===== src/core/swpm_pkg.sv =====
// constants, types and register map of the servo warning and protection monitor
`default_nettype none
package swpm_pkg;
  // register byte offsets
  localparam logic [7:0] REG_CTRL      = 8'h00;
  localparam logic [7:0] REG_OVERSPEED = 8'h04;
  localparam logic [7:0] REG_DEV_LEVEL = 8'h08;
  localparam logic [7:0] REG_RANGE     = 8'h0c;
  localparam logic [7:0] REG_HYB_LEVEL = 8'h10;
  localparam logic [7:0] REG_ENC_LIM   = 8'h14;
  localparam logic [7:0] REG_SCL_LIM   = 8'h18;
  localparam logic [7:0] REG_LATCH_EN  = 8'h1c;
  localparam logic [7:0] REG_STATUS    = 8'h20;
  localparam logic [7:0] REG_TRQ_LIM   = 8'h24;

  // control register field positions
  localparam int CTRL_LATCH_LSB = 0;   // [3:0] warning latch time, 0 = unlimited
  localparam int CTRL_MODE_LSB  = 4;   // [5:4] control mode
  localparam int CTRL_UNIT_BIT  = 8;   // deviation unit select
  localparam int CTRL_STOP_LSB  = 9;   // [11:9] alarm stop sequence
  localparam int CTRL_ECO_BIT   = 12;  // upper fan stops at servo off
  localparam int CTRL_WIDTH     = 13;

  // status register field positions
  localparam int STAT_ERR_LSB = 16;  // [19:16] errors 24.0, 25.0, 26.0, 34.0
  localparam int STAT_TLC_BIT = 24;

  // warning indices (codes a0..a9)
  localparam int NUM_WARN  = 10;
  localparam int W_OVERLD  = 0;
  localparam int W_REGEN   = 1;
  localparam int W_BATT    = 2;
  localparam int W_FAN     = 3;
  localparam int W_ENCCOM  = 4;
  localparam int W_ENCHOT  = 5;
  localparam int W_OSC     = 6;
  localparam int W_LIFE    = 7;
  localparam int W_SCLALM  = 8;
  localparam int W_SCLCOM  = 9;

  // error indices
  localparam int E_DEV   = 0;  // 24.0
  localparam int E_HYB   = 1;  // 25.0
  localparam int E_OVSPD = 2;  // 26.0
  localparam int E_SWLIM = 3;  // 34.0

  // thresholds and reset values
  localparam logic [7:0]  WARN_PCT       = 8'h55;       // 85 percent
  localparam logic [15:0] BATT_WARN_MV   = 16'h0c80;    // 3200 mV
  localparam logic [3:0]  LATCH_MAX_S    = 4'ha;        // 10 s
  localparam logic [31:0] MOTOR_MAX_RPM  = 32'h00001770; // plain default, 6000 r/min
  localparam logic [31:0] OVERSPEED_RST  = (MOTOR_MAX_RPM * 32'd12) / 32'd10;
  localparam logic [31:0] DEV_LEVEL_RST  = 32'h000186a0; // 100000 pulses
  localparam logic [31:0] HYB_LEVEL_RST  = 32'h00003e80; // 16000 pulses
  localparam logic [31:0] RANGE_RST      = 32'h0000000a; // plain default, 10 rev
  localparam logic [7:0]  COMM_LIM_RST   = 8'h08;
  localparam logic [15:0] TRQ_LIM_RST    = 16'h7fff;
  localparam logic [9:0]  LATCH_EN_RST   = 10'h3ff;
  localparam logic [CTRL_WIDTH-1:0] CTRL_RST = 13'h0001;

  // timing: one second of hold time, one second of stopped fan
  localparam int CLK_HZ       = 100_000_000;
  localparam int HOLD_TICK_S  = 1;
  localparam int FAN_STOP_S   = 1;
  localparam int SEC_CYCLES   = CLK_HZ * HOLD_TICK_S;
  localparam int FAN_CYCLES   = CLK_HZ * FAN_STOP_S;

  // control modes
  typedef enum logic [1:0] {
    SWPM_POS  = 2'b00,
    SWPM_VEL  = 2'b01,
    SWPM_TRQ  = 2'b10,
    SWPM_FULL = 2'b11
  } swpm_mode_t;

  // register bus request
  typedef struct packed {
    logic [7:0]  addr;
    logic [31:0] wdata;
    logic        we;
    logic        re;
  } swpm_bus_t;

  // feedback from estimators, encoder and scale, all on the drive clock
  typedef struct packed {
    logic [7:0]         load_pct;
    logic [7:0]         regen_pct;
    logic [15:0]        batt_mv;
    logic               enc_fail;
    logic               enc_ok;
    logic               enc_hot;
    logic               osc_det;
    logic               life_short;
    logic               scl_alarm;
    logic               scl_fail;
    logic               scl_ok;
    logic               servo_on;
    logic signed [31:0] speed_rpm;
    logic signed [31:0] dev_cmd;
    logic signed [31:0] dev_enc;
    logic signed [31:0] rev_beyond;
    logic signed [31:0] pos_enc;
    logic signed [31:0] pos_scl;
    logic signed [15:0] torque_cmd;
  } swpm_fb_t;
endpackage
`default_nettype wire


===== src/core/swpm_monitor.sv =====
// servo warning latch and protection trip monitor with register port
//
// Chosen here: the register offsets and strobed register access.
`default_nettype none
module swpm_monitor #(
  parameter int SEC_CYCLES = swpm_pkg::SEC_CYCLES,
  parameter int FAN_CYCLES = swpm_pkg::FAN_CYCLES
) (
  // clock and reset
  input  wire logic                i_ref_clk,
  input  wire logic                i_rst_b,
  // register port
  input  wire swpm_pkg::swpm_bus_t i_bus,
  output logic [31:0]              o_rdata,
  // feedback and estimator inputs
  input  wire swpm_pkg::swpm_fb_t  i_fb,
  // pins from outside the clock domain
  input  wire logic                i_alarm_clear,
  input  wire logic                i_fan_running,
  // warnings, errors and outputs
  output logic [9:0]               o_warn,
  output logic [3:0]               o_err,
  output logic                     o_torque_in_limit_output,
  output logic                     o_stop_req,
  output logic [2:0]               o_stop_seq
);

  // magnitude of a signed word; the most negative value
  // still gives its true size as an unsigned number
  function automatic logic [31:0] abs32(input logic signed [31:0] v);
    logic [31:0] r;
    r = v[31] ? 32'(-v) : 32'(v);
    return r;
  endfunction

  // two-flop synchronisers for the pin inputs
  logic [1:0] clr_sync;
  logic [1:0] fan_sync;
  logic       alarm_clear;
  logic       fan_running;

  // both pins come from outside the clock, so two flops each
  // fan sync starts high: leaving reset is not a fan stop
  always_ff @(posedge i_ref_clk or negedge i_rst_b) begin
    if (!i_rst_b) begin
      clr_sync <= 2'h0;
      fan_sync <= 2'h3;
    end else begin
      clr_sync <= {clr_sync[0], i_alarm_clear};
      fan_sync <= {fan_sync[0], i_fan_running};
    end
  end
  assign alarm_clear = clr_sync[1];
  assign fan_running = fan_sync[1];

  // settings registers
  // each field comes out of reset at its default
  logic [swpm_pkg::CTRL_WIDTH-1:0] ctrl;
  logic [31:0]                     overspeed_level_setting;
  logic [31:0]                     deviation_excess_level;
  logic [31:0]                     working_range_setting;
  logic [31:0]                     hybrid_deviation_level;
  logic [7:0]                      enc_comm_limit;
  logic [7:0]                      scl_comm_limit;
  logic [9:0]                      latch_enable;
  logic [15:0]                     first_torque_limit;

  // register writes, one cycle strobe
  // unmapped addresses are dropped; the port never stalls
  always_ff @(posedge i_ref_clk or negedge i_rst_b) begin
    if (!i_rst_b) begin
      ctrl                    <= swpm_pkg::CTRL_RST;
      overspeed_level_setting <= swpm_pkg::OVERSPEED_RST;
      deviation_excess_level  <= swpm_pkg::DEV_LEVEL_RST;
      working_range_setting   <= swpm_pkg::RANGE_RST;
      hybrid_deviation_level  <= swpm_pkg::HYB_LEVEL_RST;
      enc_comm_limit          <= swpm_pkg::COMM_LIM_RST;
      scl_comm_limit          <= swpm_pkg::COMM_LIM_RST;
      latch_enable            <= swpm_pkg::LATCH_EN_RST;
      first_torque_limit      <= swpm_pkg::TRQ_LIM_RST;
    end else if (i_bus.we) begin
      unique case (i_bus.addr)
        swpm_pkg::REG_CTRL:      ctrl <= i_bus.wdata[swpm_pkg::CTRL_WIDTH-1:0];
        swpm_pkg::REG_OVERSPEED: overspeed_level_setting <= i_bus.wdata;
        swpm_pkg::REG_DEV_LEVEL: deviation_excess_level <= i_bus.wdata;
        swpm_pkg::REG_RANGE:     working_range_setting <= i_bus.wdata;
        swpm_pkg::REG_HYB_LEVEL: hybrid_deviation_level <= i_bus.wdata;
        swpm_pkg::REG_ENC_LIM:   enc_comm_limit <= i_bus.wdata[7:0];
        swpm_pkg::REG_SCL_LIM:   scl_comm_limit <= i_bus.wdata[7:0];
        swpm_pkg::REG_LATCH_EN:  latch_enable <= i_bus.wdata[9:0];
        swpm_pkg::REG_TRQ_LIM:   first_torque_limit <= i_bus.wdata[15:0];
        default: ;
      endcase
    end
  end

  // decoded control fields
  // modes 0 and 3 both close the position loop
  logic [3:0]          latch_time;
  swpm_pkg::swpm_mode_t mode;
  logic                deviation_unit_select;
  logic                eco_fan;
  logic                pos_like;

  assign latch_time            = ctrl[swpm_pkg::CTRL_LATCH_LSB +: 4];
  assign mode                  = swpm_pkg::swpm_mode_t'(ctrl[swpm_pkg::CTRL_MODE_LSB +: 2]);
  assign deviation_unit_select = ctrl[swpm_pkg::CTRL_UNIT_BIT];
  assign eco_fan               = ctrl[swpm_pkg::CTRL_ECO_BIT];
  assign pos_like              = (mode == swpm_pkg::SWPM_POS) || (mode == swpm_pkg::SWPM_FULL);

  // one second tick shared by all hold timers
  // one counter keeps area small, but the first
  // second of a hold may run short by up to one tick
  logic [31:0] sec_cnt;
  logic        sec_tick;

  always_ff @(posedge i_ref_clk or negedge i_rst_b) begin
    if (!i_rst_b) begin
      sec_cnt <= 32'h0;
    end else if (sec_tick) begin
      sec_cnt <= 32'h0;
    end else begin
      sec_cnt <= sec_cnt + 32'h1;
    end
  end
  assign sec_tick = (sec_cnt == 32'(SEC_CYCLES - 1));

  // fan stop timer; an eco stop while servo off does not count
  // the count parks at the limit so a long stop never wraps
  logic [31:0] fan_cnt;
  logic        fan_stopped;

  assign fan_stopped = !fan_running && !(eco_fan && !i_fb.servo_on);

  always_ff @(posedge i_ref_clk or negedge i_rst_b) begin
    if (!i_rst_b) begin
      fan_cnt <= 32'h0;
    end else if (!fan_stopped) begin
      fan_cnt <= 32'h0;
    end else if (fan_cnt != 32'(FAN_CYCLES)) begin
      fan_cnt <= fan_cnt + 32'h1;
    end
  end

  // consecutive communication failure counters, saturating
  // an ok pulse ends the run even when a fail comes beside it
  logic [7:0] enc_fail_cnt;
  logic [7:0] scl_fail_cnt;

  always_ff @(posedge i_ref_clk or negedge i_rst_b) begin
    if (!i_rst_b) begin
      enc_fail_cnt <= 8'h0;
    end else if (i_fb.enc_ok) begin
      enc_fail_cnt <= 8'h0;
    end else if (i_fb.enc_fail && enc_fail_cnt != 8'hff) begin
      enc_fail_cnt <= enc_fail_cnt + 8'h1;
    end
  end

  always_ff @(posedge i_ref_clk or negedge i_rst_b) begin
    if (!i_rst_b) begin
      scl_fail_cnt <= 8'h0;
    end else if (i_fb.scl_ok) begin
      scl_fail_cnt <= 8'h0;
    end else if (i_fb.scl_fail && scl_fail_cnt != 8'hff) begin
      scl_fail_cnt <= scl_fail_cnt + 8'h1;
    end
  end

  // warning causes, present state of each condition
  // causes stay combinational and are registered once below
  logic [9:0] cause;

  always_comb begin
    cause = 10'h0;
    cause[swpm_pkg::W_OVERLD] = (i_fb.load_pct >= swpm_pkg::WARN_PCT);
    cause[swpm_pkg::W_REGEN]  = (i_fb.regen_pct >= swpm_pkg::WARN_PCT);
    cause[swpm_pkg::W_BATT]   = (i_fb.batt_mv <= swpm_pkg::BATT_WARN_MV);
    cause[swpm_pkg::W_FAN]    = (fan_cnt == 32'(FAN_CYCLES));
    cause[swpm_pkg::W_ENCCOM] = (enc_fail_cnt > enc_comm_limit);
    cause[swpm_pkg::W_ENCHOT] = i_fb.enc_hot;
    cause[swpm_pkg::W_OSC]    = i_fb.osc_det;
    cause[swpm_pkg::W_LIFE]   = i_fb.life_short;
    cause[swpm_pkg::W_SCLALM] = i_fb.scl_alarm;
    cause[swpm_pkg::W_SCLCOM] = (scl_fail_cnt > scl_comm_limit);
  end

  // hold time: 0 or above ten seconds means no limit
  // battery and lifetime warnings never time out at all
  logic       hold_forever;
  logic [9:0] fixed_forever;

  assign hold_forever  = (latch_time == 4'h0) || (latch_time > swpm_pkg::LATCH_MAX_S);
  assign fixed_forever = (10'h1 << swpm_pkg::W_BATT) | (10'h1 << swpm_pkg::W_LIFE);

  // per-warning latch with its own timer; a live cause beats a clear
  // the timer reloads while the cause stands and counts
  // down on ticks only once it has gone
  logic [3:0] hold_cnt [10];

  always_ff @(posedge i_ref_clk or negedge i_rst_b) begin
    if (!i_rst_b) begin
      o_warn <= 10'h0;
      for (int i = 0; i < swpm_pkg::NUM_WARN; i++) begin
        hold_cnt[i] <= 4'h0;
      end
    end else begin
      for (int i = 0; i < swpm_pkg::NUM_WARN; i++) begin
        if (cause[i]) begin
          o_warn[i]   <= 1'b1;
          hold_cnt[i] <= latch_time;
        end else if (alarm_clear) begin
          o_warn[i] <= 1'b0;
        end else if (o_warn[i]) begin
          if (fixed_forever[i]) begin
            // battery and lifetime never time out
            o_warn[i] <= 1'b1;
          end else if (!latch_enable[i]) begin
            o_warn[i] <= 1'b0;
          end else if (!hold_forever && sec_tick) begin
            if (hold_cnt[i] <= 4'h1) begin
              o_warn[i] <= 1'b0;
            end
            hold_cnt[i] <= hold_cnt[i] - 4'h1;
          end
        end
      end
    end
  end

  // protection trip conditions
  // 24.0 and 34.0 only in position-like modes, over-speed in all
  logic [31:0] dev_sel;
  logic [31:0] hyb_diff;
  logic [3:0]  trip;

  // encoder deviation is taken after the command filters, so they cannot act
  assign dev_sel  = deviation_unit_select ? abs32(i_fb.dev_enc) : abs32(i_fb.dev_cmd);
  assign hyb_diff = abs32(32'(i_fb.pos_enc - i_fb.pos_scl));

  always_comb begin
    trip = 4'h0;
    trip[swpm_pkg::E_DEV]   = pos_like && (dev_sel > deviation_excess_level);
    trip[swpm_pkg::E_HYB]   = (mode == swpm_pkg::SWPM_FULL) &&
                              (hyb_diff > hybrid_deviation_level);
    trip[swpm_pkg::E_OVSPD] = (abs32(i_fb.speed_rpm) > overspeed_level_setting);
    // working range, only with servo on
    trip[swpm_pkg::E_SWLIM] = pos_like && i_fb.servo_on &&
                              (abs32(i_fb.rev_beyond) > working_range_setting);
  end

  // errors are sticky until alarm clear; a trip in the clear cycle stays
  // a clear held down keeps wiping errors whose trip has gone
  always_ff @(posedge i_ref_clk or negedge i_rst_b) begin
    if (!i_rst_b) begin
      o_err <= 4'h0;
    end else begin
      o_err <= trip | (alarm_clear ? 4'h0 : o_err);
    end
  end

  // stop request follows any error, using the configured sequence
  // built from the next error value so it moves with o_err
  // the braking itself belongs to the drive stage
  always_ff @(posedge i_ref_clk or negedge i_rst_b) begin
    if (!i_rst_b) begin
      o_stop_req <= 1'b0;
      o_stop_seq <= 3'h0;
    end else begin
      o_stop_req <= |(trip | (alarm_clear ? 4'h0 : o_err));
      o_stop_seq <= ctrl[swpm_pkg::CTRL_STOP_LSB +: 3];
    end
  end

  // torque clamp flag; compared in magnitude so both directions count
  // a command equal to the limit already counts as clamped
  logic [15:0] trq_mag;

  assign trq_mag = i_fb.torque_cmd[15] ? 16'(-i_fb.torque_cmd) : 16'(i_fb.torque_cmd);

  always_ff @(posedge i_ref_clk or negedge i_rst_b) begin
    if (!i_rst_b) begin
      o_torque_in_limit_output <= 1'b0;
    end else begin
      o_torque_in_limit_output <= (trq_mag >= first_torque_limit);
    end
  end

  // read data, registered, one cycle after the strobe only
  // status is taken at the strobe edge, not at the data edge
  // unmapped reads give zero so software never sees stale data
  logic [31:0] next_rdata;

  always_comb begin
    next_rdata = 32'h0;
    if (i_bus.re) begin
      unique case (i_bus.addr)
        swpm_pkg::REG_CTRL:      next_rdata = 32'(ctrl);
        swpm_pkg::REG_OVERSPEED: next_rdata = overspeed_level_setting;
        swpm_pkg::REG_DEV_LEVEL: next_rdata = deviation_excess_level;
        swpm_pkg::REG_RANGE:     next_rdata = working_range_setting;
        swpm_pkg::REG_HYB_LEVEL: next_rdata = hybrid_deviation_level;
        swpm_pkg::REG_ENC_LIM:   next_rdata = 32'(enc_comm_limit);
        swpm_pkg::REG_SCL_LIM:   next_rdata = 32'(scl_comm_limit);
        swpm_pkg::REG_LATCH_EN:  next_rdata = 32'(latch_enable);
        swpm_pkg::REG_STATUS: begin
          next_rdata[9:0] = o_warn;
          next_rdata[swpm_pkg::STAT_ERR_LSB +: 4] = o_err;
          next_rdata[swpm_pkg::STAT_TLC_BIT] = o_torque_in_limit_output;
        end
        swpm_pkg::REG_TRQ_LIM:   next_rdata = 32'(first_torque_limit);
        default:                 next_rdata = 32'h0;
      endcase
    end
  end

  always_ff @(posedge i_ref_clk or negedge i_rst_b) begin
    if (!i_rst_b) begin
      o_rdata <= 32'h0;
    end else begin
      o_rdata <= next_rdata;
    end
  end

endmodule
`default_nettype wire


===== config.mk =====
export PLATFORM = sky130hd
export DESIGN_NAME = swpm_monitor
export DESIGN_NICKNAME = d
export VERILOG_FILES = /design/src/core/swpm_pkg.sv /design/src/core/swpm_monitor.sv
export SDC_FILE = /design/constraint.sdc
export NUM_CORES = 1
export LEC_CHECK = 0
export BUFFER_PORTS_ARGS = -buffer_cell sky130_fd_sc_hd__buf_2
export CORE_UTILIZATION = 45
export CTS_CLUSTER_SIZE = 10
export DETAILED_ROUTE_END_ITERATION = 10
export HOLD_SLACK_MARGIN = 0.1
export PLACE_DENSITY_LB_ADDON = 0.12
export SLEW_MARGIN = 30
export SYNTH_ARGS = -nofsm -noshare
export SYNTH_HDL_FRONTEND = slang
export SYNTH_SLANG_ARGS = --single-unit

===== constraint.sdc =====
create_clock -name i_ref_clk -period 4.3 [get_ports i_ref_clk]
set_input_delay 0.43 -clock i_ref_clk [delete_from_list [all_inputs] [get_ports i_ref_clk]]
set_output_delay 0.43 -clock i_ref_clk [all_outputs]
set_load 0.02 [all_outputs]

# [Yosys cells after proc, flatten, opt, wreduce, memory -nomap -nowiden]
# Cells that the tools add are included.
[op_classes] addsub=19 magnitude_cmp=19 n_eq_ne=24 muxes=116 bitwise=1 n_reduce_logical=62
[op_table] cell="2-to-1 mux 32 bit" count=10
[op_table] cell="2-to-1 mux 4 bit" count=41
[op_table] cell="negator 32 bit" count=5
[op_table] cell="> comparator 32 bit" count=4
[op_table] cell="case mux 10 bit (10 select lines)" count=1
[op_table] cell="adder 32 x 1 -> 32 bit (second input constant)" count=2
[op_table] cell="equality test 32 x 27 -> 1 bit (second input constant)" count=2
[op_table] cell="2-to-1 mux 1 bit" count=54
[op_table] cell="nonzero test 2 bit" count=26
[op_table] cell="case mux 6 bit (6 select lines)" count=1
[op_table] cell="equality test 8 x 5 -> 1 bit (second input constant)" count=4
[op_table] cell="less-or-equal comparator 4 x 1 -> 1 bit (second input constant)" count=8
[op_table] cell="2-to-1 mux 8 bit" count=4
[op_table] cell="inequality test 32 x 27 -> 1 bit (second input constant)" count=1
[op_table] cell="AND reduction 4 bit" count=8
[op_table] cell="subtractor 32 bit" count=1
[op_table] cell="subtractor 4 x 1 -> 4 bit (second input constant)" count=8
[op_table] cell="case mux 7 bit (4 select lines)" count=1
[op_table] cell="case mux 4 bit (5 select lines)" count=1
[op_table] cell="AND reduction 2 bit" count=9
[op_table] cell="adder 8 x 1 -> 8 bit (second input constant)" count=2
[op_table] cell="equality test 8 x 4 -> 1 bit (second input constant)" count=2
[op_table] cell="equality test 8 x 6 -> 1 bit (second input constant)" count=2
[op_table] cell=">= comparator 16 bit" count=1
[op_table] cell="21 further kinds" count=43
[word_totals] ff_bits=350 output_inout_bits=51

# [Depth between registers and ports, before layout]
[logic_depth] depth_word=9 mapped_depth=26 ltp_nobuf=25

# [Least setup slack after synthesis]
# Ideal clock, no wire load.
[synth_timing] path_kind="input to register" startpoint="input port i_fb[22] (netlist name)" endpoint="register o_stop_req" t_arrival_ns=5.372 slack_ns=-1.211 cell_stages=26 cell_sequence="inv_1 ha_1 buf_2 nand2_1 a2111oi_4 o21ai_1 a2111o_1 a2111oi_2 o31a_1 mux2i_1 nor2_1 buf_4 buf_6 nor2_1 xor2_1 ha_1 a21o_1 a21o_1 a21o_1 a21oi_1 nor2b_1 o211ai_1 a211oi_1 a2111oi_0 a31oi_1 or4_1"
[synth_via] elab_chain_len=7
[synth_rtl] element="from (decl)" line_no="swpm_monitor.sv:16" rtl="input wire swpm_pkg::swpm_fb_t i_fb,"
[synth_rtl] element="subtractor 32 bit (*)" line_no="swpm_monitor.sv:239" rtl="assign hyb_diff = abs32(32'(i_fb.pos_enc - i_fb.pos_scl));"
[synth_rtl] element="negator 32 bit" line_no="swpm_monitor.sv:32" rtl="r = v[31] ? 32'(-v) : 32'(v);"
[synth_rtl] element="2-to-1 mux 32 bit (*)" line_no="swpm_monitor.sv:32"
[synth_rtl] element="> comparator 32 bit (*)" line_no="swpm_monitor.sv:245" rtl="(hyb_diff > hybrid_deviation_level);"
[synth_rtl] element="logical AND 1 bit (*)" line_no="swpm_monitor.sv:244" rtl="trip[swpm_pkg::E_HYB] = (mode == swpm_pkg::SWPM_FULL) &&"
[synth_rtl] element="bitwise OR 4 bit (*)" line_no="swpm_monitor.sv:270" rtl="o_stop_req <= |(trip | (alarm_clear ? 4'h0 : o_err));"
[synth_rtl] element="OR reduction 4 bit (*)" line_no="swpm_monitor.sv:270"
[synth_rtl] element="to (signal assigned)" line_no="swpm_monitor.sv:270"
[synth_rtl] element="to (decl)" line_no="swpm_monitor.sv:24" rtl="output logic o_stop_req,"
# Mark *: on every way between the ends. The rest lies on a longest branch, timed or not.
# A chain may end at the register's enable or synchronous reset.

# [Final worst setup path]
[layout_timing] startpoint="input port i_fb[18] (netlist name)" endpoint="register o_stop_req"
# Same word-level chain as after synthesis.

==> qor.csv <==
stage,metric,value,unit
layout,fin_area,0.0315,mm2
synthesis,ys_warn_count,0,
synthesis,postSynth.asyncResetShare,1.00,
worst_setup_path,end_kind,register,
synthesis,syn_nets,3178,
drt,drtIter0Drc,1602,
floorplanning,ios,346,
sta,period_minus_slack,5.13,ns
clocking,clkLatencyLatePin,0.58,ns
sta,final-hold-violation-count,0,
clocking,cts.sinks,350,
sta,timing.fmax,195,MHz
pwr,leakage,14.4,nW
synthesis,synth_area,0.0248,mm2
place,io_buffers,345,
floorplanning,die_area,0.0560,mm2
drt,drt-pass1-iter-count,6,
floorplanning,core-area,0.0541,mm2
pwr,ir_worst_vdd,0.312,mV
pwr,power-per-cell-area,302,mW/mm2
place,gp_congestion,0.940,
global_route,grt_max_degree,90,
synthesis,synth_edf_count,0,
global_route,antenna_found_initial,6,
drt,final_antenna_net_count,0,
worst_setup_path,cp_max_fo,7,
sta,fin_crit_sh,1.19,
sta,finalWorstSetupSlack,-0.826,ns
synthesis,yosys-top-cells-area,"dfrtp_1 31%, ha_1 11%, mux2_2 8.8%",
synthesis,syn_area_per_cell,9.30,um2
worst_setup_path,crit_arrival,5.57,ns
floorplanning,rows,85,
layout,drive_gt1_frac,0.316,
place,placed_cells,3949,
sta,hold_slack,0.144,ns
sta,setup_viol,3,
status,violations,setup timing,
synthesis,ys.flop_type,dfrtp_1,
clocking,cts_tree,built,
global_route,grt_pass1_wl,126000,um
synthesis,netlist_top_cells_count,"302 x dfrtp_1, 233 x inv_1, 219 x ha_1",
job,maxCapViolCount,0,
worst_setup_path,crit_required,4.74,ns
place,place_area,0.0297,mm2
synthesis,syn_inst,2663,
floorplanning,die_x,237,um
synthesis,synth_seq_cells,350,
worst_setup_path,critPathLaunchType,input port,
drt,totalWireLength,80900,um
global_route,overflow,0,
layout,nets,3832,
synthesis,yosysMostFrequentCell,dfrtp_1,
drt,drc,0,
synthesis,synth_seq_area_share,0.356,
clocking,htreeDepth,2,
floorplanning,fp.dieH,237,um
synthesis,yosys.area.top_type,dfrtp_1,
place,place_ws,-1.83,ns
drt,avgRoutedWirePerCell,20.0,um
clocking,clk_path_buf_depth,3,
clocking,cts_inserted_buffers,42,
floorplanning,start_util,0.458,
drt,via_per_inst,5.63,
status,status,"complete, but fails checks",
sta,worstMarginPinSlew,0.956,ns
drt,vias,22812,
worst_setup_path,path_class,input port to register,
min_path,hold_path_class,input port to register,
sta,drv_slew,0,
clocking,clk_pin_slew,0.06,ns
sta,finClkSkew,0.0400,ns
sta,relSlewSlack,0.361,
layout,instances_no_fill,4052,
global_route,grt_pass1_vias,22823,
layout,area_growth,27.1,%
global_route,track_usage,0.286,
synthesis,synthDominantCellAreaShare,0.305,
sta,rsz0062_at_grt,true,
synthesis,synth.distinct_cells,73,
place,dp_hpwl,64400,um
clocking,cts-root-buf,clkbuf_16,
flip-flops by register name, indices dropped and copies added, names as in the netlist:
register and cells:
deviation_excess_level 32, fan_cnt 32, hold_cnt 32, hybrid_deviation_level 32
o_rdata 32, overspeed_level_setting 32, sec_cnt 32, working_range_setting 32
first_torque_limit 16, ctrl 13, latch_enable 10, o_warn 10
enc_comm_limit 8, enc_fail_cnt 8, scl_comm_limit 8, scl_fail_cnt 8
o_err 4, o_stop_seq 3, clr_sync 2, fan_sync 2
o_stop_req 1, o_torque_in_limit_output 1
layer usage:
layer,vias to the layer above,global-route usage,wire (um)
met4,2,0.0848,2270
met5,-,0,20
li1,10838,-,-
met1,11258,0.372,34700
met3,110,0.0359,4060
met2,604,0.497,39900
metrics by stage:
stage	TNS (ns)	util	power, mW
6_report	-1.32	0.581	9.51
2_1_floorplan	-1.71	-	4.97
4_1_cts	-1.28	0.578	9.55
3_3_place_gp	-4.65	0.548	6.04
5_1_grt	-1.92	0.581	10.0
3_5_place_dp	-4.78	0.548	6.12
final cells by class:
class	instances	area (um2)
clock inverters	6	120
clock buffers	71	1160
multi-input cells	2005	15200
fillers	4883	22700
well taps	696	871
repair buffers	685	4410
diodes	6	15.0
flip-flops and latches	350	8820
inverters	233	890
critical path, stage by stage:
cell and delay, ns:
buf_8 0.09, inv_8 0.03, ha_4 0.26, nand3b_1 0.14
a2111oi_4 0.41, o21ai_2 0.14, a2111o_1 0.51, a2111oi_4 0.40
o31a_1 0.25, mux2i_2 0.27, nor2_2 0.09, buf_6 0.18
nor2_4 0.11, xor2_1 0.14, ha_1 0.26, a21o_1 0.17
a21o_1 0.15, a21o_1 0.15, a21oi_1 0.14, nor2b_1 0.06
o211ai_1 0.18, a211oi_2 0.11, a2111oi_4 0.23, buf_4 0.18
a31oi_4 0.07, or4_1 0.39
cell usage in the layout, fill, tap and decap left out, types with 15 or more instances in the layout:
cell type / netlist / final
nor3_1: 35 / 28
nand2b_1: 36 / 36
inv_1: 233 / 227
nor2_1: 190 / 181
and3_1: 26 / 26
buf_4: 1 / 328
clkbuf_16: 0 / 42
nand4_1: 53 / 53
mux2_2: 193 / 193
or3_1: 33 / 31
or4_1: 18 / 15
xor2_1: 117 / 117
o21a_1: 18 / 18
o31ai_1: 36 / 34
o41ai_1: 18 / 18
nand2_1: 195 / 192
ha_1: 219 / 213
a21o_1: 45 / 44
nand3_1: 58 / 56
a31oi_1: 22 / 19
clkbuf_1: 48 / 29
xnor2_1: 157 / 157
buf_2: 5 / 337
dfstp_2: 48 / 48
a21oi_1: 150 / 142
a22oi_1: 43 / 42
nor4_1: 31 / 29
nor2b_1: 28 / 28
o21ai_0: 142 / 137
a222oi_1: 28 / 28
dfrtp_1: 302 / 301
logic make-up (layout without fill, tap and decap cells):
group | Yosys count | count (layout) | synth area share
buf+inv | 308 | 995 | 0.0474
fa+ha+maj | 220 | 220 | 0.111
xor+xnor | 274 | 274 | 0.0969
compound gates | 570 | 570 | 0.150
mux | 198 | 198 | 0.0898
simple gates | 743 | 743 | 0.149
flops | 350 | 350 | 0.356
other cells | 0 | 6 | 0
where the power goes:
part / leakage (nW) / switching [mW] / total [mW] / internal [mW]
Sequential: 4.61 / 0.149 / 3.60 / 3.45
Clock: 0.604 / 1.42 / 3.33 / 1.91
Combinational: 9.18 / 1.33 / 2.59 / 1.26
Total: 14.4 / 2.90 / 9.51 / 6.62
timing repair:
action	in CTS	in global routing
endpoints found under the hold margin	74	0
gates resized for setup	41	36
buffers inserted	14	4
endpoints found under the setup margin	4	4
hold buffers	5	0
pin swaps	31	45
final timing paths:
kind | from | end | slack [ns] | cells after the start
max | i_fb[18] | o_stop_req | -0.83 | 26
min | i_fb[211] | hold_cnt[5] | 0.14 | 2
max reg2reg | ctrl[8] | o_stop_req | 0.85 | 14
min reg2reg | clr_sync[0] | clr_sync[1] | 0.35 | 0
max in group asynchronous | i_rst_b | sec_cnt[2] | 2.80 | 3
min in group asynchronous | i_rst_b | ctrl[9] | 0.51 | 2
Note: power is estimated with default switching activity, not from simulation.
